<file path="src/logic/arsr_pkg.sv">
/*
  Shared constants and state types for the serial result readout link:
  result width, conversion lengths, offsets and host timing figures.
  Assumes a 250 MHz host clock and a master clock given by the surrounding logic.
*/
package arsr_pkg;

  // Result word.
  localparam int              RESULT_W       = 20;
  localparam logic [4:0]      LAST_BIT       = 5'h13;
  localparam logic [19:0]     BIPOLAR_OFFSET = 20'h80000;
  localparam logic [19:0]     CODE_ALL_ONES  = 20'hFFFFF;
  localparam logic [19:0]     CODE_ALL_ZEROS = 20'h00000;

  // Conversion lengths in master clock cycles.
  localparam int              CONV_CNT_W          = 11;
  localparam int              CONV_STANDBY_CYC    = 1624;
  localparam int              CONV_CONTINUOUS_CYC = 1622;

  // Host timing.
  localparam int              CLK_PERIOD_NS    = 4;
  localparam int              SEL_EXTRA_NS     = 200;
  localparam int              SEL_WAIT_MCLKS   = 2;
  localparam int              SHIFT_HALF_MCLKS = 4;
  localparam int              HOST_CNT_W       = 17;
  localparam logic [4:0]      HOST_BITS        = 5'h14;

  typedef enum logic {DEV_STANDBY, DEV_CONVERT} arsr_conv_state_t;

  typedef enum logic [1:0] {PORT_IDLE, PORT_SHIFT, PORT_DRAIN} arsr_port_state_t;

  typedef enum logic [2:0] {
    HOST_IDLE,
    HOST_WAIT_READY,
    HOST_SETUP,
    HOST_HIGH,
    HOST_LOW,
    HOST_RELEASE
  } arsr_host_state_t;

endpackage

</file>
<file path="src/logic/arsr_link_if.sv">
/*
  The pins between the converter and its reader.
  Assumes the bench drives masterClk; the data wire reads low while nobody drives it.
*/
`timescale 1ns/1ps
interface arsr_link_if (
  input wire logic masterClk
);
  logic selectN;
  logic shiftClk;
  logic serialResultOut;
  logic serialResultOe;
  logic resultReadyN;
  logic serialLine;

  // Resolved level of the three-state data wire.
  assign serialLine = serialResultOe ? serialResultOut : 1'b0;

  modport dev (
    input  masterClk,
    input  selectN,
    input  shiftClk,
    output serialResultOut,
    output serialResultOe,
    output resultReadyN
  );

  modport host (
    input  serialLine,
    input  resultReadyN,
    output selectN,
    output shiftClk
  );
endinterface

</file>
<file path="src/logic/arsr_device.sv">
/*
  Converter end of the readout link: conversion sequencing on the master clock
  and the reader-clocked serial result port.
  Assumes filter words and range flags come from the converter core on the master
  clock; convert, channel, polarity, select and shift clock are asynchronous pins.
*/
`timescale 1ns/1ps
module arsr_device (
  // Link to the reader, clocked by the master clock.
  arsr_link_if.dev                          link,
  // Reset, synchronous to the master clock.
  input  wire logic                         rst_n,
  // Converter control pins.
  input  wire logic                         convertCmd,
  input  wire logic                         channelPick,
  input  wire logic                         polaritySelect,
  // Filter results and range flags per channel.
  input  wire logic [arsr_pkg::RESULT_W-1:0] filterWordA,
  input  wire logic                         overRangeA,
  input  wire logic                         underRangeA,
  input  wire logic [arsr_pkg::RESULT_W-1:0] filterWordB,
  input  wire logic                         overRangeB,
  input  wire logic                         underRangeB,
  // Status.
  output logic                              converting
);

  localparam logic [arsr_pkg::CONV_CNT_W-1:0] STANDBY_LOAD =
    arsr_pkg::CONV_CNT_W'(arsr_pkg::CONV_STANDBY_CYC - 1);
  localparam logic [arsr_pkg::CONV_CNT_W-1:0] CONT_LOAD =
    arsr_pkg::CONV_CNT_W'(arsr_pkg::CONV_CONTINUOUS_CYC - 1);

  // Pin synchronisers: bit 0 feeds only bit 1.
  logic [1:0]                         convSync_q;
  logic [1:0]                         chanSync_q;
  logic [1:0]                         polSync_q;
  logic [1:0]                         selSync_q;
  logic [1:0]                         sclkSync_q;
  logic                               convPrev_q;
  logic                               sclkPrev_q;

  // Conversion sequencer.
  arsr_pkg::arsr_conv_state_t         convState_q;
  arsr_pkg::arsr_conv_state_t         convState_d;
  logic [arsr_pkg::CONV_CNT_W-1:0]    convCnt_q;
  logic [arsr_pkg::CONV_CNT_W-1:0]    convCnt_d;
  logic                               chan_q;
  logic                               chan_d;
  logic                               converting_q;

  // Serial port.
  arsr_pkg::arsr_port_state_t         portState_q;
  arsr_pkg::arsr_port_state_t         portState_d;
  logic [arsr_pkg::RESULT_W-1:0]      word_q;
  logic [arsr_pkg::RESULT_W-1:0]      word_d;
  logic [arsr_pkg::RESULT_W-1:0]      shift_q;
  logic [arsr_pkg::RESULT_W-1:0]      shift_d;
  logic [4:0]                         bitIdx_q;
  logic [4:0]                         bitIdx_d;
  logic                               armed_q;
  logic                               armed_d;
  logic                               dataOut_q;
  logic                               dataOut_d;
  logic                               dataOe_q;
  logic                               dataOe_d;
  logic                               readyN_q;
  logic                               readyN_d;

  // Decoded events.
  logic                               convRise;
  logic                               convDone;
  logic                               convRestart;
  logic                               sclkRise;
  logic                               sclkFall;
  logic                               selActive;
  logic                               update;
  logic                               wordDone;
  logic [arsr_pkg::RESULT_W-1:0]      pickedWord;
  logic                               pickedOver;
  logic                               pickedUnder;
  logic [arsr_pkg::RESULT_W-1:0]      offsetWord;
  logic [arsr_pkg::RESULT_W-1:0]      resultCode;

  assign convRise    = convSync_q[1] & ~convPrev_q;
  assign sclkRise    = sclkSync_q[1] & ~sclkPrev_q;
  assign sclkFall    = ~sclkSync_q[1] & sclkPrev_q;
  assign selActive   = ~selSync_q[1];

  assign convDone    = (convState_q == arsr_pkg::DEV_CONVERT) && (convCnt_q == '0);
  // A rise mid-conversion aborts it; a held command chains the next one.
  assign convRestart = convRise | (convDone & convSync_q[1]);
  assign convState_d = convRestart ? arsr_pkg::DEV_CONVERT :
                       convDone    ? arsr_pkg::DEV_STANDBY : convState_q;
  assign convCnt_d   = convRise ? STANDBY_LOAD :
                       convDone ? CONT_LOAD :
                       (convState_q == arsr_pkg::DEV_CONVERT) ? convCnt_q - 1'b1 : convCnt_q;
  assign chan_d      = convRise ? chanSync_q[1] : chan_q;

  assign pickedWord  = chan_q ? filterWordB : filterWordA;
  assign pickedOver  = chan_q ? overRangeB : overRangeA;
  assign pickedUnder = chan_q ? underRangeB : underRangeA;
  assign offsetWord  = pickedWord + arsr_pkg::BIPOLAR_OFFSET;
  // Polarity is not latched: it is read as the result is loaded.
  assign resultCode  = pickedOver  ? arsr_pkg::CODE_ALL_ONES :
                       pickedUnder ? arsr_pkg::CODE_ALL_ZEROS :
                       polSync_q[1] ? offsetWord : pickedWord;

  // A result finishing during a read is dropped so the word being shifted stays intact.
  assign update   = convDone && (portState_q == arsr_pkg::PORT_IDLE);
  assign wordDone = (portState_q == arsr_pkg::PORT_SHIFT) && sclkFall && armed_q &&
                    (bitIdx_q == arsr_pkg::LAST_BIT);
  assign word_d   = update ? resultCode : word_q;
  assign readyN_d = update ? 1'b0 : wordDone ? 1'b1 : readyN_q;

  always_comb
  begin
    portState_d = portState_q;
    shift_d     = shift_q;
    bitIdx_d    = bitIdx_q;
    armed_d     = armed_q;
    dataOut_d   = dataOut_q;
    dataOe_d    = dataOe_q;
    unique case (portState_q)
      arsr_pkg::PORT_IDLE:
      begin
        // The select counts only once it is synchronised and a result waits.
        if (selActive && !readyN_q)
        begin
          portState_d = arsr_pkg::PORT_SHIFT;
          dataOe_d    = 1'b1;
          dataOut_d   = word_q[arsr_pkg::RESULT_W-1];
          shift_d     = {word_q[arsr_pkg::RESULT_W-2:0], 1'b0};
          bitIdx_d    = '0;
          armed_d     = 1'b0;
        end
      end
      arsr_pkg::PORT_SHIFT:
      begin
        if (sclkRise)
        begin
          armed_d = 1'b1;
        end
        if (sclkFall && armed_q)
        begin
          if (bitIdx_q == arsr_pkg::LAST_BIT)
          begin
            portState_d = arsr_pkg::PORT_IDLE;
            dataOe_d    = 1'b0;
          end
          else
          begin
            dataOut_d = shift_q[arsr_pkg::RESULT_W-1];
            shift_d   = {shift_q[arsr_pkg::RESULT_W-2:0], 1'b0};
            bitIdx_d  = bitIdx_q + 5'h01;
          end
        end
        else if (!selActive)
        begin
          portState_d = arsr_pkg::PORT_DRAIN;
        end
      end
      arsr_pkg::PORT_DRAIN:
      begin
        // Before any rising edge no bit is under way, so the line floats at once.
        if ((sclkFall && armed_q) || !armed_q)
        begin
          portState_d = arsr_pkg::PORT_IDLE;
          dataOe_d    = 1'b0;
        end
      end
      default:
      begin
        portState_d = arsr_pkg::PORT_IDLE;
        dataOe_d    = 1'b0;
      end
    endcase
  end

  always_ff @(posedge link.masterClk)
  begin
    if (!rst_n)
    begin
      convSync_q <= 2'h0;
      chanSync_q <= 2'h0;
      polSync_q  <= 2'h0;
      selSync_q  <= 2'h3;
      sclkSync_q <= 2'h0;
      convPrev_q <= 1'b0;
      sclkPrev_q <= 1'b0;
    end
    else
    begin
      convSync_q <= {convSync_q[0], convertCmd};
      chanSync_q <= {chanSync_q[0], channelPick};
      polSync_q  <= {polSync_q[0], polaritySelect};
      selSync_q  <= {selSync_q[0], link.selectN};
      sclkSync_q <= {sclkSync_q[0], link.shiftClk};
      convPrev_q <= convSync_q[1];
      sclkPrev_q <= sclkSync_q[1];
    end
  end

  always_ff @(posedge link.masterClk)
  begin
    if (!rst_n)
    begin
      convState_q  <= arsr_pkg::DEV_STANDBY;
      convCnt_q    <= '0;
      chan_q       <= 1'b0;
      converting_q <= 1'b0;
    end
    else
    begin
      convState_q  <= convState_d;
      convCnt_q    <= convCnt_d;
      chan_q       <= chan_d;
      converting_q <= (convState_d == arsr_pkg::DEV_CONVERT);
    end
  end

  always_ff @(posedge link.masterClk)
  begin
    if (!rst_n)
    begin
      portState_q <= arsr_pkg::PORT_IDLE;
      word_q      <= '0;
      shift_q     <= '0;
      bitIdx_q    <= '0;
      armed_q     <= 1'b0;
      dataOut_q   <= 1'b0;
      dataOe_q    <= 1'b0;
      readyN_q    <= 1'b1;
    end
    else
    begin
      portState_q <= portState_d;
      word_q      <= word_d;
      shift_q     <= shift_d;
      bitIdx_q    <= bitIdx_d;
      armed_q     <= armed_d;
      dataOut_q   <= dataOut_d;
      dataOe_q    <= dataOe_d;
      readyN_q    <= readyN_d;
    end
  end

  assign link.serialResultOut = dataOut_q;
  assign link.serialResultOe  = dataOe_q;
  assign link.resultReadyN    = readyN_q;
  assign converting           = converting_q;

endmodule // arsr_device

</file>
<file path="src/flat_wrapper.sv">
// flat-port wrapper written by rule: the top's interface ports become plain ports
module arsr_device_flat 
  (rst_n, convertCmd, channelPick, polaritySelect, filterWordA, overRangeA, underRangeA, filterWordB, overRangeB, underRangeB, converting, masterClk, link_selectN, link_shiftClk, link_serialResultOut, link_serialResultOe, link_resultReadyN);
  arsr_link_if link_i (.masterClk(masterClk));
  input  wire logic rst_n;
  input  wire logic convertCmd;
  input  wire logic channelPick;
  input  wire logic polaritySelect;
  input  wire logic [arsr_pkg::RESULT_W-1:0] filterWordA;
  input  wire logic overRangeA;
  input  wire logic underRangeA;
  input  wire logic [arsr_pkg::RESULT_W-1:0] filterWordB;
  input  wire logic overRangeB;
  input  wire logic underRangeB;
  output logic converting;
  input wire logic masterClk;
  input wire logic [$bits(link_i.selectN)-1:0] link_selectN;
  input wire logic [$bits(link_i.shiftClk)-1:0] link_shiftClk;
  output wire logic [$bits(link_i.serialResultOut)-1:0] link_serialResultOut;
  output wire logic [$bits(link_i.serialResultOe)-1:0] link_serialResultOe;
  output wire logic [$bits(link_i.resultReadyN)-1:0] link_resultReadyN;
  assign link_i.selectN = link_selectN;
  assign link_i.shiftClk = link_shiftClk;
  assign link_serialResultOut = link_i.serialResultOut;
  assign link_serialResultOe = link_i.serialResultOe;
  assign link_resultReadyN = link_i.resultReadyN;
  arsr_device u_core (.link(link_i), .rst_n(rst_n), .convertCmd(convertCmd), .channelPick(channelPick), .polaritySelect(polaritySelect), .filterWordA(filterWordA), .overRangeA(overRangeA), .underRangeA(underRangeA), .filterWordB(filterWordB), .overRangeB(overRangeB), .underRangeB(underRangeB), .converting(converting));
endmodule
</file>
<file path="config.mk">
export PLATFORM = sky130hd
export DESIGN_NAME = arsr_device_flat
export DESIGN_NICKNAME = d
export VERILOG_FILES = /design/src/logic/arsr_pkg.sv /design/src/logic/arsr_link_if.sv /design/src/logic/arsr_device.sv /design/src/flat_wrapper.sv
export SDC_FILE = /design/constraint.sdc
export NUM_CORES = 1
export LEC_CHECK = 0
export ABC_CLOCK_PERIOD_IN_PS = 4700
export BUFFER_PORTS_ARGS = -buffer_cell sky130_fd_sc_hd__buf_2
export CAP_MARGIN = 20
export CORE_UTILIZATION = 60
export DETAILED_ROUTE_END_ITERATION = 6
export PLACE_DENSITY = 0.84
export SLEW_MARGIN = 20
export SYNTH_ARGS = -nofsm -noshare
export SYNTH_HDL_FRONTEND = slang
export SYNTH_SLANG_ARGS = --single-unit
</file>
<file path="constraint.sdc">
create_clock -name masterClk -period 4.7 [get_ports masterClk]
set_input_delay 0.94 -clock masterClk [delete_from_list [all_inputs] [get_ports masterClk]]
set_output_delay 0.94 -clock masterClk [all_outputs]
set_load 0.005 [all_outputs]
</file>
Word level (Yosys, flattened, before mapping)
Cells that the tools add are included.
- logic and storage cells: 103
- register bits after elaboration: 76
- output and inout port bits: 4
- bits of input ports: 51
- muxes and demuxes: 39
- add/subtract/negate cells: 3
- reduce and logical (&&, ||, !) cells: 21
- eq/ne operators: 11
- bitwise logic cells: 10
- operator list (operator ; number):
    2-to-1 mux 20 bit ; 7
    one-hot mux 20 bit (2 select lines) ; 1
    2-to-1 mux 11 bit ; 3
    adder 20 bit (second input constant) ; 1
    2-to-1 mux 1 bit ; 15
    2-to-1 mux 5 bit ; 3
    AND reduction 4 bit ; 3
    logical NOT 11 bit ; 1
    subtractor 11 x 1 -> 11 bit (second input constant) ; 1
    2-to-1 mux 2 bit ; 5
    one-hot mux 5 bit (2 select lines) ; 1
    != test 2 bit (second input constant) ; 4
    logical AND 1 bit ; 7
    one-hot mux 2 bit (3 select lines) ; 1
    nonzero test 2 bit ; 3
    adder 5 x 1 -> 5 bit (second input constant) ; 1
    == test 5 bit (second input constant) ; 1
    NOT 1 bit ; 5
    AND 1 bit ; 4
    != test 2 x 1 -> 1 bit (second input constant) ; 2
    one-hot mux 1 bit (2 select lines) ; 2
    != test 3 x 2 -> 1 bit (second input constant) ; 1
    != test 3 bit (second input constant) ; 1
    one-hot mux 1 bit (3 select lines) ; 1
    9 further kinds ; 10

Depth between registers and ports, before layout
Gate-level depths: netlist (run 1).
- depth in word-level cells: 7
- mapped depth: 8
- depth with buffers taken out: 6

Worst setup path after synthesis (run 1)
No wires, ideal clock.
- path kind: in2reg
- from: in rst_n
- to: reg u_core.shift_q[7] (netlist name)
- buffers on the path: 3
- data required time: 4.628 ns
- path slack: 2.785 ns
- stages: 5
- library setup time: 0.072 ns
- arrival: 1.843 ns
- cell sequence: buf_2 buf_2 clkbuf_1 o221ai_1 a2bb2oi_1
- RTL lines (what ; line ; source):
    start: declaration ; flat_wrapper.sv:5 ; input wire logic rst_n;
    end signal: assignment ; arsr_device.sv:238 ; shift_q <= shift_d;
    end: declaration ; arsr_device.sv:56 ; logic [arsr_pkg::RESULT_W-1:0] shift_q;

Final worst setup path (run 1)
- from: reg u_core.portState_q[0]
- to: reg u_core.bitIdx_q[0]
- longest elaborated chain between the ends: 3
- elaborated cells on any way between the ends: 8
- classes of those cells: eq/ne: 4; mux: 1; reduce/logical: 3
- ends and longest elaborated chain (what ; line ; source):
    start: declaration ; arsr_device.sv:52 ; arsr_pkg::arsr_port_state_t portState_q;
    start signal: assignment ; arsr_device.sv:225 ; portState_q <= arsr_pkg::PORT_IDLE;
    start signal: assignment ; arsr_device.sv:236 ; portState_q <= portState_d;
    == test 2 x 1 -> 1 bit or logical NOT 2 bit (tied branches) ; arsr_device.sv:123 ; unique case (portState_q)
    != test 2 bit (no source line) or nonzero test 2 bit (tied branches) ; - ;
    AND reduction 4 bit (no source line) ; - ;
    end signal: assignment ; arsr_device.sv:239 ; bitIdx_q <= bitIdx_d;
    end: declaration ; arsr_device.sv:58 ; logic [4:0] bitIdx_q;
Parallel ways exist; a longest one is shown, timed or not.
A chain may end at the register's enable or synchronous reset.

==> results.py, run 1 <==
metrics = {
    "outcome": {
        "status": "finished clean",
    },
    "clocking": {
        "cts_tree": "yes",
        "cts_resized": 0,
        "clk_latency_ns": 0.34,
        "cts_setup_buffers": 0,
        "postCtsHoldBufs": 0,
        "ctsRootBufferMaster": "clkbuf_8",
        "cts_inserted_buffers": 9,
        "cts_num_sinks": 75,
        "cts.path.max_buffers": 2,
        "htreeDepth": 3,
        "clk_pin_slew_ns": 0.07,
    },
    "die": {
        "fp.dieArea_sq_um": 5980,
        "rows": 27,
        "die_w_um": 77.3,
        "core_sq_um": 5470,
        "dieHeight_um": 77.3,
        "ios": 55,
        "start_util": 0.622,
    },
    "synth": {
        "syn_avg_cell_area_sq_um": 9.73,
        "synth-xor-area-share": 0.0283,
        "synthMuxAreaShare": 0.0716,
        "synth-main-ff-cell": "dfxtp_1",
        "synth_top_area_frac": 0.441,
        "yosys.area.top_type": "dfxtp_1",
        "async_flop_share": 0,
        "syn_area_sq_um": 3410,
        "ys_warn_count": 0,
        "synth_compound_area_frac": 0.228,
        "synth_top_family_by_area": "compound AO/OA/AOI/OAI gates",
        "syn_nets": 403,
        "synth-simple-area-share": 0.172,
        "yosys-top-cells-count": "dfxtp_1 (75), o21ai_0 (31), nand2_1 (29), a21oi_1 (26)",
        "synthTopCellsByArea": "dfxtp_1 (44%), mux2_2 (6.3%), o221ai_1 (4.9%), a2bb2oi_1 (4.6%), o21ai_0 (4.6%)",
        "synth-adder-area-share": 0.00735,
        "yosysMostFrequentCell": "dfxtp_1",
        "ys_ff_latch": 75,
        "synth_cell_types": 51,
        "synthCells": 350,
        "synth_edf_count": 0,
        "yosysSeqAreaShare": 0.441,
    },
    "drt": {
        "drc": 0,
        "routed_wl_um": 7050,
        "drtIter0Drc": 172,
        "firstDrtPassIters": 4,
        "ant_nets": 0,
        "vias": 2790,
        "wire_per_inst_um": 15.1,
        "vias_per_cell": 5.99,
    },
    "final_layout": {
        "syn2layout_area_growth_pct": 12.8,
        "nets": 442,
        "diodes": 0,
        "drive_gt1_frac": 0.266,
        "seq_area_sq_um": 1500,
        "multi_input_area_sq_um": 1730,
        "num-fill-cells": 454,
        "final_util": 0.702,
    },
    "timing": {
        "tightest_slew_ns": 1.07,
        "fin_crit_ns": 2.41,
        "fin_skew_ns": 0.00873,
        "fin_setup_tns_ns": 0,
        "slew_headroom": 0.286,
        "drv_slew": 0,
        "hold_viol_final": 0,
        "rsz0062_at_grt": "no",
        "period_share": 0.514,
        "postLayoutSetupSlackWorst_ns": 2.29,
        "setup_violations": 0,
        "fmax_mhz": 414,
    },
    "grt": {
        "grt_antenna_before_repair": 0,
        "grt_pass1_vias": 2645,
        "gr-total-overflow": 0,
        "grt_pass1_wl_um": 12200,
        "grt_max_degree": 73,
        "grt.total_usage": 0.256,
    },
    "critical_path": {
        "worstSetupPathType": "register to register",
        "startpoint_type": "register",
        "worst-path-max-fanout": 26,
        "worstPathArrival_ns": 2.68,
        "cp.required_ns": 4.96,
        "crit_path_end_kind": "register",
    },
    "placed_design": {
        "hpwl_um": 4500,
        "portBuffers": 54,
        "routabilityCongestion": 0.842,
        "dp_slack_ns": 2.31,
    },
    "power": {
        "peakVddDrop_mv": 0.208,
        "powerDensity_nw_per_um2": 352,
        "leakagePower_nw": 1.41,
    },
    "run": {
        "drv_cap": 0,
    },
    "hold_path": {
        "hp-class": "register to register",
    },
}
==> layout make-up <==
cell class | count | share of cell area
sequential | 75 | 0.391
multi-input combinational | 241 | 0.451
clock inverter | 5 | 0.0202
clock buffer | 11 | 0.0342
inverter | 6 | 0.00586
timing repair buffer | 56 | 0.0743
tap | 72 | 0.0235
==> sequential cells by signal, summed over array words and instances (netlist names) <==
name	cells
u_core.polSync_q	2
u_core.chanSync_q	2
u_core.armed_q	1
u_core.bitIdx_q	5
u_core.sclkPrev_q	1
u_core.link.serialResultOe	1
u_core.word_q	20
u_core.chan_q	1
u_core.convState_q	1
u_core.convPrev_q	1
u_core.convSync_q	2
u_core.shift_q	19
u_core.sclkSync_q	2
u_core.selSync_q	2
u_core.convCnt_q	11
u_core.link.serialResultOut	1
u_core.link.resultReadyN	1
u_core.portState_q	2
==> worst paths after layout <==
| check | startpoint | to | slack, ns | cells past startpoint |
|---|---|---|---|---|
| max reg2reg | u_core.portState_q[0] | u_core.bitIdx_q[0] | 2.29 | 4 |
| min reg2reg | u_core.selSync_q[0] | u_core.selSync_q[1] | 0.41 | 1 |
| max | u_core.portState_q[0] | u_core.bitIdx_q[0] | 2.29 | 4 |
| min | u_core.selSync_q[0] | u_core.selSync_q[1] | 0.41 | 1 |
==> cell families after synthesis <==
family | count (synthesis)
adders and majority gates | 2
xor gates and xnor gates | 11
and+or+nand+nor | 92
AOI/OAI and AO/OA | 114
muxes | 22
DFF | 75
buffers and inverters | 34
==> layout by cell type (no fill, tap or decap), drive strengths merged, types with 3 or more instances in the layout <==
cell / netlist / routed
mux2: 19 / 19
o221ai: 19 / 19
nor2b: 5 / 5
nand4: 5 / 5
o21ai: 31 / 31
nand2: 30 / 30
a21boi: 7 / 7
xnor2: 7 / 7
a21oi: 27 / 27
nand2b: 5 / 5
inv: 6 / 6
a31oi: 3 / 3
nor2: 10 / 10
and2: 10 / 10
xor2: 4 / 4
dfxtp: 75 / 75
or3: 5 / 5
clkbuf: 10 / 11
nor3: 5 / 5
mux2i: 3 / 3
buf: 18 / 56
a2bb2oi: 19 / 19
==> stage by stage <==
| stage | hold WS (ns) | instances | instance area, sq um | power, W |
|---|---|---|---|---|
| final | 0.413 | 466 | 3840 | 0.00135 |
| after global routing | 0.433 | 466 | 3840 | 0.00141 |
| after CTS | 0.419 | 466 | 3840 | 0.00136 |
| after detailed placement | 0.401 | 450 | 3630 | 0.000842 |
| after global placement | 0.389 | 450 | 3630 | 0.000835 |
| after floorplan | 0.386 | 350 | 3410 | 0.000798 |
==> worst max-delay path, stage by stage (launching register included) <==
cell and delay (ns):
dfxtp_1 0.50, nor2b_4 0.62, nand2_1 0.59, or3_1 0.48, a21boi_0 0.16
==> report_power, final <==
part | switching, W | total [W] | leakage (nW) | internal [W]
clock network | 0.000225 | 0.000523 | 0.103 | 0.000298
logic | 0.0000724 | 0.000142 | 0.701 | 0.0000693
registers | 0.0000236 | 0.000688 | 0.609 | 0.000664
total | 0.000321 | 0.00135 | 1.41 | 0.00103
==> per-layer routing <==
layer  track usage  share of wire  routed length (um)  vias up
met4         0.134          0.016                 112        0
met2         0.410           0.48                3400       71
met5             0              0                   0        -
li1              -              -                   -     1365
met3        0.0376          0.043                 302       12
met1         0.336           0.46                3240     1342
No activity file was read; power rests on OpenSTA's default activity.
==> run 2: changes to the inputs <==
Settings changed: ABC_CLOCK_PERIOD_IN_PS 4700 to 2200, CORE_UTILIZATION 60 to 51, PLACE_DENSITY 0.84 to 0.76.
Clock period 4.7 ns to 2.2 ns, I/O delays scaled along.
==> run 2 against run 1 <==
Compared with the run above:
- wire length grew 6.1%
- largest power group unchanged
- worst hold slack lost 0.14 ns
- global-route usage shrank 3.0 points
- critical endpoint is now u_core.shift_q[8]
- critical path type unchanged
- power grew 130%
- combinational power grew 120%
==> results.py, run 2 (synthesized netlist as in run 1, its figures left out) <==
metrics = {
    "outcome": {
        "status": "finished clean",
    },
    "final_layout": {
        "syn2layout_area_growth_pct": 16.8,
        "final_util": 0.623,
        "regMostFlops": "u_core.word_q",
        "largest_registers": "u_core.word_q: 20 flops, u_core.shift_q: 19 flops, u_core.convCnt_q: 11 flops",
        "num-fill-cells": 540,
        "diodes": 0,
        "final_cell_mix": "dfxtp_1 (75), buf_2 (54), o21ai_0 (31)",
        "drive_gt1_frac": 0.285,
        "largest_register_ffs": 20,
        "layout_commonest_cell": "dfxtp_1",
        "nets": 451,
    },
    "critical_path": {
        "r2r_slack_ns": 0.39,
        "worstPathArrival_ns": 2.04,
        "r2r-start": "u_core.portState_q[0]",
        "slowest_delay_ns": 0.48,
        "crit_path_end_kind": "register",
        "cp.required_ns": 2.43,
        "crit_slowest_cell": "dfxtp_1",
        "worst-path-buf-inv": 1,
        "startpoint_type": "register",
        "path_cells": "nor2b_4 > nand2_1 > buf_4 > o221ai_1 > a2bb2oi_1",
        "rr_endpoint": "u_core.shift_q[8]",
        "cpLargestDelayFamily": "simple AND/OR/NAND/NOR gates",
        "reg2regPathDepth": 5,
        "worstSetupPathType": "register to register",
        "worst-path-max-fanout": 11,
    },
    "power": {
        "peakVddDrop_mv": 0.552,
        "leakagePower_nw": 1.49,
        "power_w": 0.00312,
        "powerDensity_nw_per_um2": 785,
    },
    "drt": {
        "vias_per_cell": 5.83,
        "ant_nets": 0,
        "drtIter0Drc": 90,
        "routed_wl_um": 7480,
        "vias": 2799,
        "wire_per_inst_um": 15.6,
        "firstDrtPassIters": 4,
        "drc": 0,
    },
    "grt": {
        "grt_antenna_before_repair": 0,
        "gr-total-overflow": 0,
        "grt_pass1_wl_um": 12700,
        "grt.total_usage": 0.226,
        "grt_max_degree": 33,
        "grt_pass1_vias": 2697,
    },
    "placed_design": {
        "hpwl_um": 4960,
        "routabilityCongestion": 0.770,
        "dp_slack_ns": 0.387,
        "portBuffers": 54,
    },
    "timing": {
        "setup_violations": 0,
        "hold_ws_ns": 0.271,
        "fin_setup_tns_ns": 0,
        "rsz0062_at_grt": "no",
        "postLayoutSetupSlackWorst_ns": 0.389,
        "drv_slew": 0,
        "period_share": 0.823,
        "hold_viol_final": 0,
        "slew_headroom": 0.603,
        "fmax_mhz": 552,
        "fin_crit_ns": 1.81,
        "tightest_slew_ns": 0.596,
        "fin_skew_ns": 0.00659,
    },
    "run": {
        "drv_cap": 0,
    },
    "clocking": {
        "ctsRootBufferMaster": "clkbuf_8",
        "cts.path.max_buffers": 2,
        "cts_setup_buffers": 0,
        "cts_num_sinks": 75,
        "clk_pin_slew_ns": 0.07,
        "postCtsHoldBufs": 0,
        "cts_tree": "yes",
        "htreeDepth": 3,
        "cts_resized": 0,
        "clk_latency_ns": 0.35,
        "cts_inserted_buffers": 9,
    },
    "die": {
        "fp.dieArea_sq_um": 7010,
        "ios": 55,
        "die_w_um": 83.7,
        "core_sq_um": 6390,
        "dieHeight_um": 83.7,
        "rows": 29,
        "start_util": 0.533,
    },
    "hold_path": {
        "hp-start": "link_selectN",
        "worstHoldPathCells": 2,
        "hp-class": "input port to register",
        "hold_end": "u_core.selSync_q[0]",
    },
}
[run 2: cell types whose count changed in the layout (fill, tap and decap cells not counted), sizes merged]
| cell | change |
|---|---|
| clkinv | -1 |
| bufinv | +1 |
| clkbuf | +1 |
| clkinvlp | -1 |
| buf | +9 |
[run 2: routing by layer]
layer	vias up	wire [um]	global-route usage
li1	1380	-	-
met1	1344	3520	0.282
met2	68	3560	0.371
met3	7	329	0.0682
met4	0	70	0.0786
met5	-	0	0
[run 2: worst reg2reg max path: cells and delay by family (launching register included)]
family,cells,cell delay (ns)
and+or+nand+nor,2,0.67
DFF,1,0.48
AOI/OAI and AO/OA,2,0.29
buffers and inverters,1,0.25
[run 2: how the worst max path moves through the flow]
stage	startpoint	end	slack [ns]	cells after the start
floorplan	u_core.bitIdx_q[0]	u_core.shift_q[10]	0.65	6
global placement	u_core.convCnt_q[0]	u_core.word_q[0]	0.49	7
detailed placement	u_core.portState_q[0]	u_core.shift_q[8]	0.39	5
CTS	u_core.portState_q[0]	u_core.shift_q[8]	0.39	5
global route	u_core.portState_q[0]	u_core.shift_q[8]	0.25	5
finish	u_core.portState_q[0]	u_core.shift_q[8]	0.39	5
[run 2: final cells by class]
class	instances	area (sq um)	share of cell area
Tap cell	77	96.3	0.0242
Clock buffer	12	165	0.0415
Inverter	6	22.5	0.00566
Multi-Input combinational cell	241	1730	0.435
Clock inverter	4	95.1	0.0239
Sequential cell	75	1500	0.377
Timing Repair Buffer	65	365	0.0919
[run 2: per-stage QoR]
stage / instance area (sq um) / std cells
floorplan: 3410 / 350
global placement: 3720 / 464
detailed placement: 3720 / 464
CTS: 3980 / 480
global route: 3980 / 480
finish: 3980 / 480
[run 2: power breakdown]
group | internal (W) | total (W) | switching, W
Clock | 0.000845 | 0.00134 | 0.000493
Sequential | 0.00142 | 0.00147 | 0.0000503
Combinational | 0.000155 | 0.000315 | 0.000161
==> run 3: changes to the inputs <==
Settings changed: ABC_CLOCK_PERIOD_IN_PS 2200 to 1500.
Clock period 2.2 ns to 1.5 ns, I/O delays scaled along.
==> run 3 against run 2 <==
Compared with the run above:
- the flow now finishes with violations (setup timing)
- non-clock buffer count grew 41
- critical path depth grew 3
- highest routed layer unchanged
- first-iteration DRC count grew 150%
- core utilization grew 12 points
- power grew 49%
- sequential cell count is the same
- maximum frequency grew 9.0%
- largest power group unchanged
- combinational power grew 120%
==> results.py, run 3 (synthesized netlist as in run 1, its figures left out) <==
metrics = {
    "outcome": {
        "status": "finished with violations",
        "violations": "setup timing",
    },
    "placed_design": {
        "portBuffers": 54,
        "routabilityCongestion": 0.826,
        "placedCellCount": 482,
        "hpwl_um": 5150,
    },
    "timing": {
        "tightest_slew_ns": 0.478,
        "setup_violations": 46,
        "slew_headroom": 0.681,
        "hold_ws_ns": 0.124,
        "period_share": 1.11,
        "fin_skew_ns": 0.00892,
        "drv_slew": 0,
        "fin_setup_tns_ns": -3.70,
        "fin_crit_ns": 1.66,
        "hold_viol_final": 0,
        "fmax_mhz": 602,
        "rsz0062_at_grt": "yes",
        "postLayoutSetupSlackWorst_ns": -0.161,
    },
    "final_layout": {
        "regMostFlops": "u_core.word_q",
        "nets": 494,
        "largest_registers": "u_core.word_q: 20 flops, u_core.shift_q: 19 flops, u_core.convCnt_q: 11 flops",
        "final_cell_mix": "dfxtp_1 (67), buf_2 (54), buf_4 (33)",
        "final_cells": 522,
        "syn2layout_area_growth_pct": 39.1,
        "largest_register_ffs": 20,
        "num-fill-cells": 421,
        "drive_gt1_frac": 0.497,
        "diodes": 0,
        "layout_commonest_cell": "dfxtp_1",
    },
    "clocking": {
        "htreeDepth": 3,
        "clk_latency_ns": 0.35,
        "cts.path.max_buffers": 2,
        "cts_tree": "yes",
        "postCtsHoldBufs": 0,
        "clk_pin_slew_ns": 0.08,
        "ctsRootBufferMaster": "clkbuf_8",
        "cts_inserted_buffers": 9,
        "cts_num_sinks": 75,
    },
    "hold_path": {
        "hp-class": "input port to register",
    },
    "power": {
        "leakagePower_nw": 1.77,
        "peakVddDrop_mv": 0.771,
        "powerDensity_nw_per_um2": 980,
    },
    "die": {
        "dieHeight_um": 83.7,
        "fp.dieArea_sq_um": 7010,
        "rows": 29,
        "core_sq_um": 6390,
        "die_w_um": 83.7,
        "start_util": 0.533,
        "ios": 55,
    },
    "grt": {
        "gr-total-overflow": 0,
        "grt_max_degree": 25,
        "grt_pass1_vias": 3023,
        "grt_antenna_before_repair": 0,
        "grt.total_usage": 0.262,
        "grt_pass1_wl_um": 14700,
    },
    "critical_path": {
        "worst-path-max-fanout": 5,
        "startpoint_type": "register",
        "cp.required_ns": 1.73,
        "crit_path_end_kind": "register",
        "crit_slowest_cell": "dfxtp_2",
        "cpLargestDelayFamily": "simple AND/OR/NAND/NOR gates",
        "crit_top_cell": "buf_6",
        "slowest_delay_ns": 0.33,
        "path_cells": "inv_2 > ha_4 > and4bb_2 > nand4_1 > a211oi_4 > buf_6 > buf_6 > a21oi_2",
        "worst-path-buf-inv": 3,
        "worstSetupPathType": "register to register",
        "worstPathArrival_ns": 1.89,
    },
    "drt": {
        "vias_per_cell": 6.07,
        "ant_nets": 0,
        "wire_per_inst_um": 19.4,
        "routed_wl_um": 10100,
        "drtIter0Drc": 221,
        "vias": 3166,
        "drc": 0,
        "firstDrtPassIters": 6,
    },
    "run": {
        "drv_cap": 0,
    },
}
[run 3: metal layers]
metal	global-route usage	routed length, um
met2	0.430	5080
met3	0.0554	527
met4	0.103	324
met5	0	0
met1	0.335	4210
[run 3: final cells by class]
class | instances | area, sq um | area share
clock buffer | 11 | 151 | 0.0320
multi-input combinational | 243 | 2060 | 0.435
clock inverter | 4 | 73.8 | 0.0156
timing repair buffer | 106 | 815 | 0.172
inverter | 6 | 22.5 | 0.00475
sequential | 75 | 1520 | 0.320
tap | 77 | 96.3 | 0.0203
[run 3: path summary, 6_finish.rpt]
kind | end | slack [ns] | start | depth (start not counted)
hold / removal | u_core.selSync_q[0] | 0.12 | link_selectN | 2
setup reg to reg | u_core.word_q[18] | -0.16 | u_core.convCnt_q[1] | 8
hold reg to reg | u_core.polSync_q[1] | 0.44 | u_core.polSync_q[0] | 1
setup / recovery | u_core.word_q[18] | -0.16 | u_core.convCnt_q[1] | 8
[run 3: metrics by stage]
| step | setup slack, ns | instance area [sq um] | total power (W) | util |
|---|---|---|---|---|
| 2_1_floorplan | 0.00317 | 3420 | 0.00250 | - |
| 3_3_place_gp | -0.0567 | 3880 | 0.00269 | 0.607 |
| 3_5_place_dp | -0.124 | 3880 | 0.00270 | 0.607 |
| 4_1_cts | -0.0797 | 4360 | 0.00451 | 0.683 |
| 5_1_grt | -0.240 | 4740 | 0.00481 | 0.742 |
| 6_report | -0.161 | 4740 | 0.00464 | 0.742 |
[run 3: timing repair]
item	4_1_cts	5_1_grt
pin swaps	7	10
resized for setup	49	57
buffers inserted	10	10
cloned	5	1
setup endpoints to repair	50	53
[run 3: report_power, final]
part	total [W]	switching [W]	internal, W	leakage [nW]
Combinational	0.000699	0.000343	0.000355	1.04
Sequential	0.00216	0.0000775	0.00208	0.613
Clock	0.00179	0.000767	0.00102	0.115
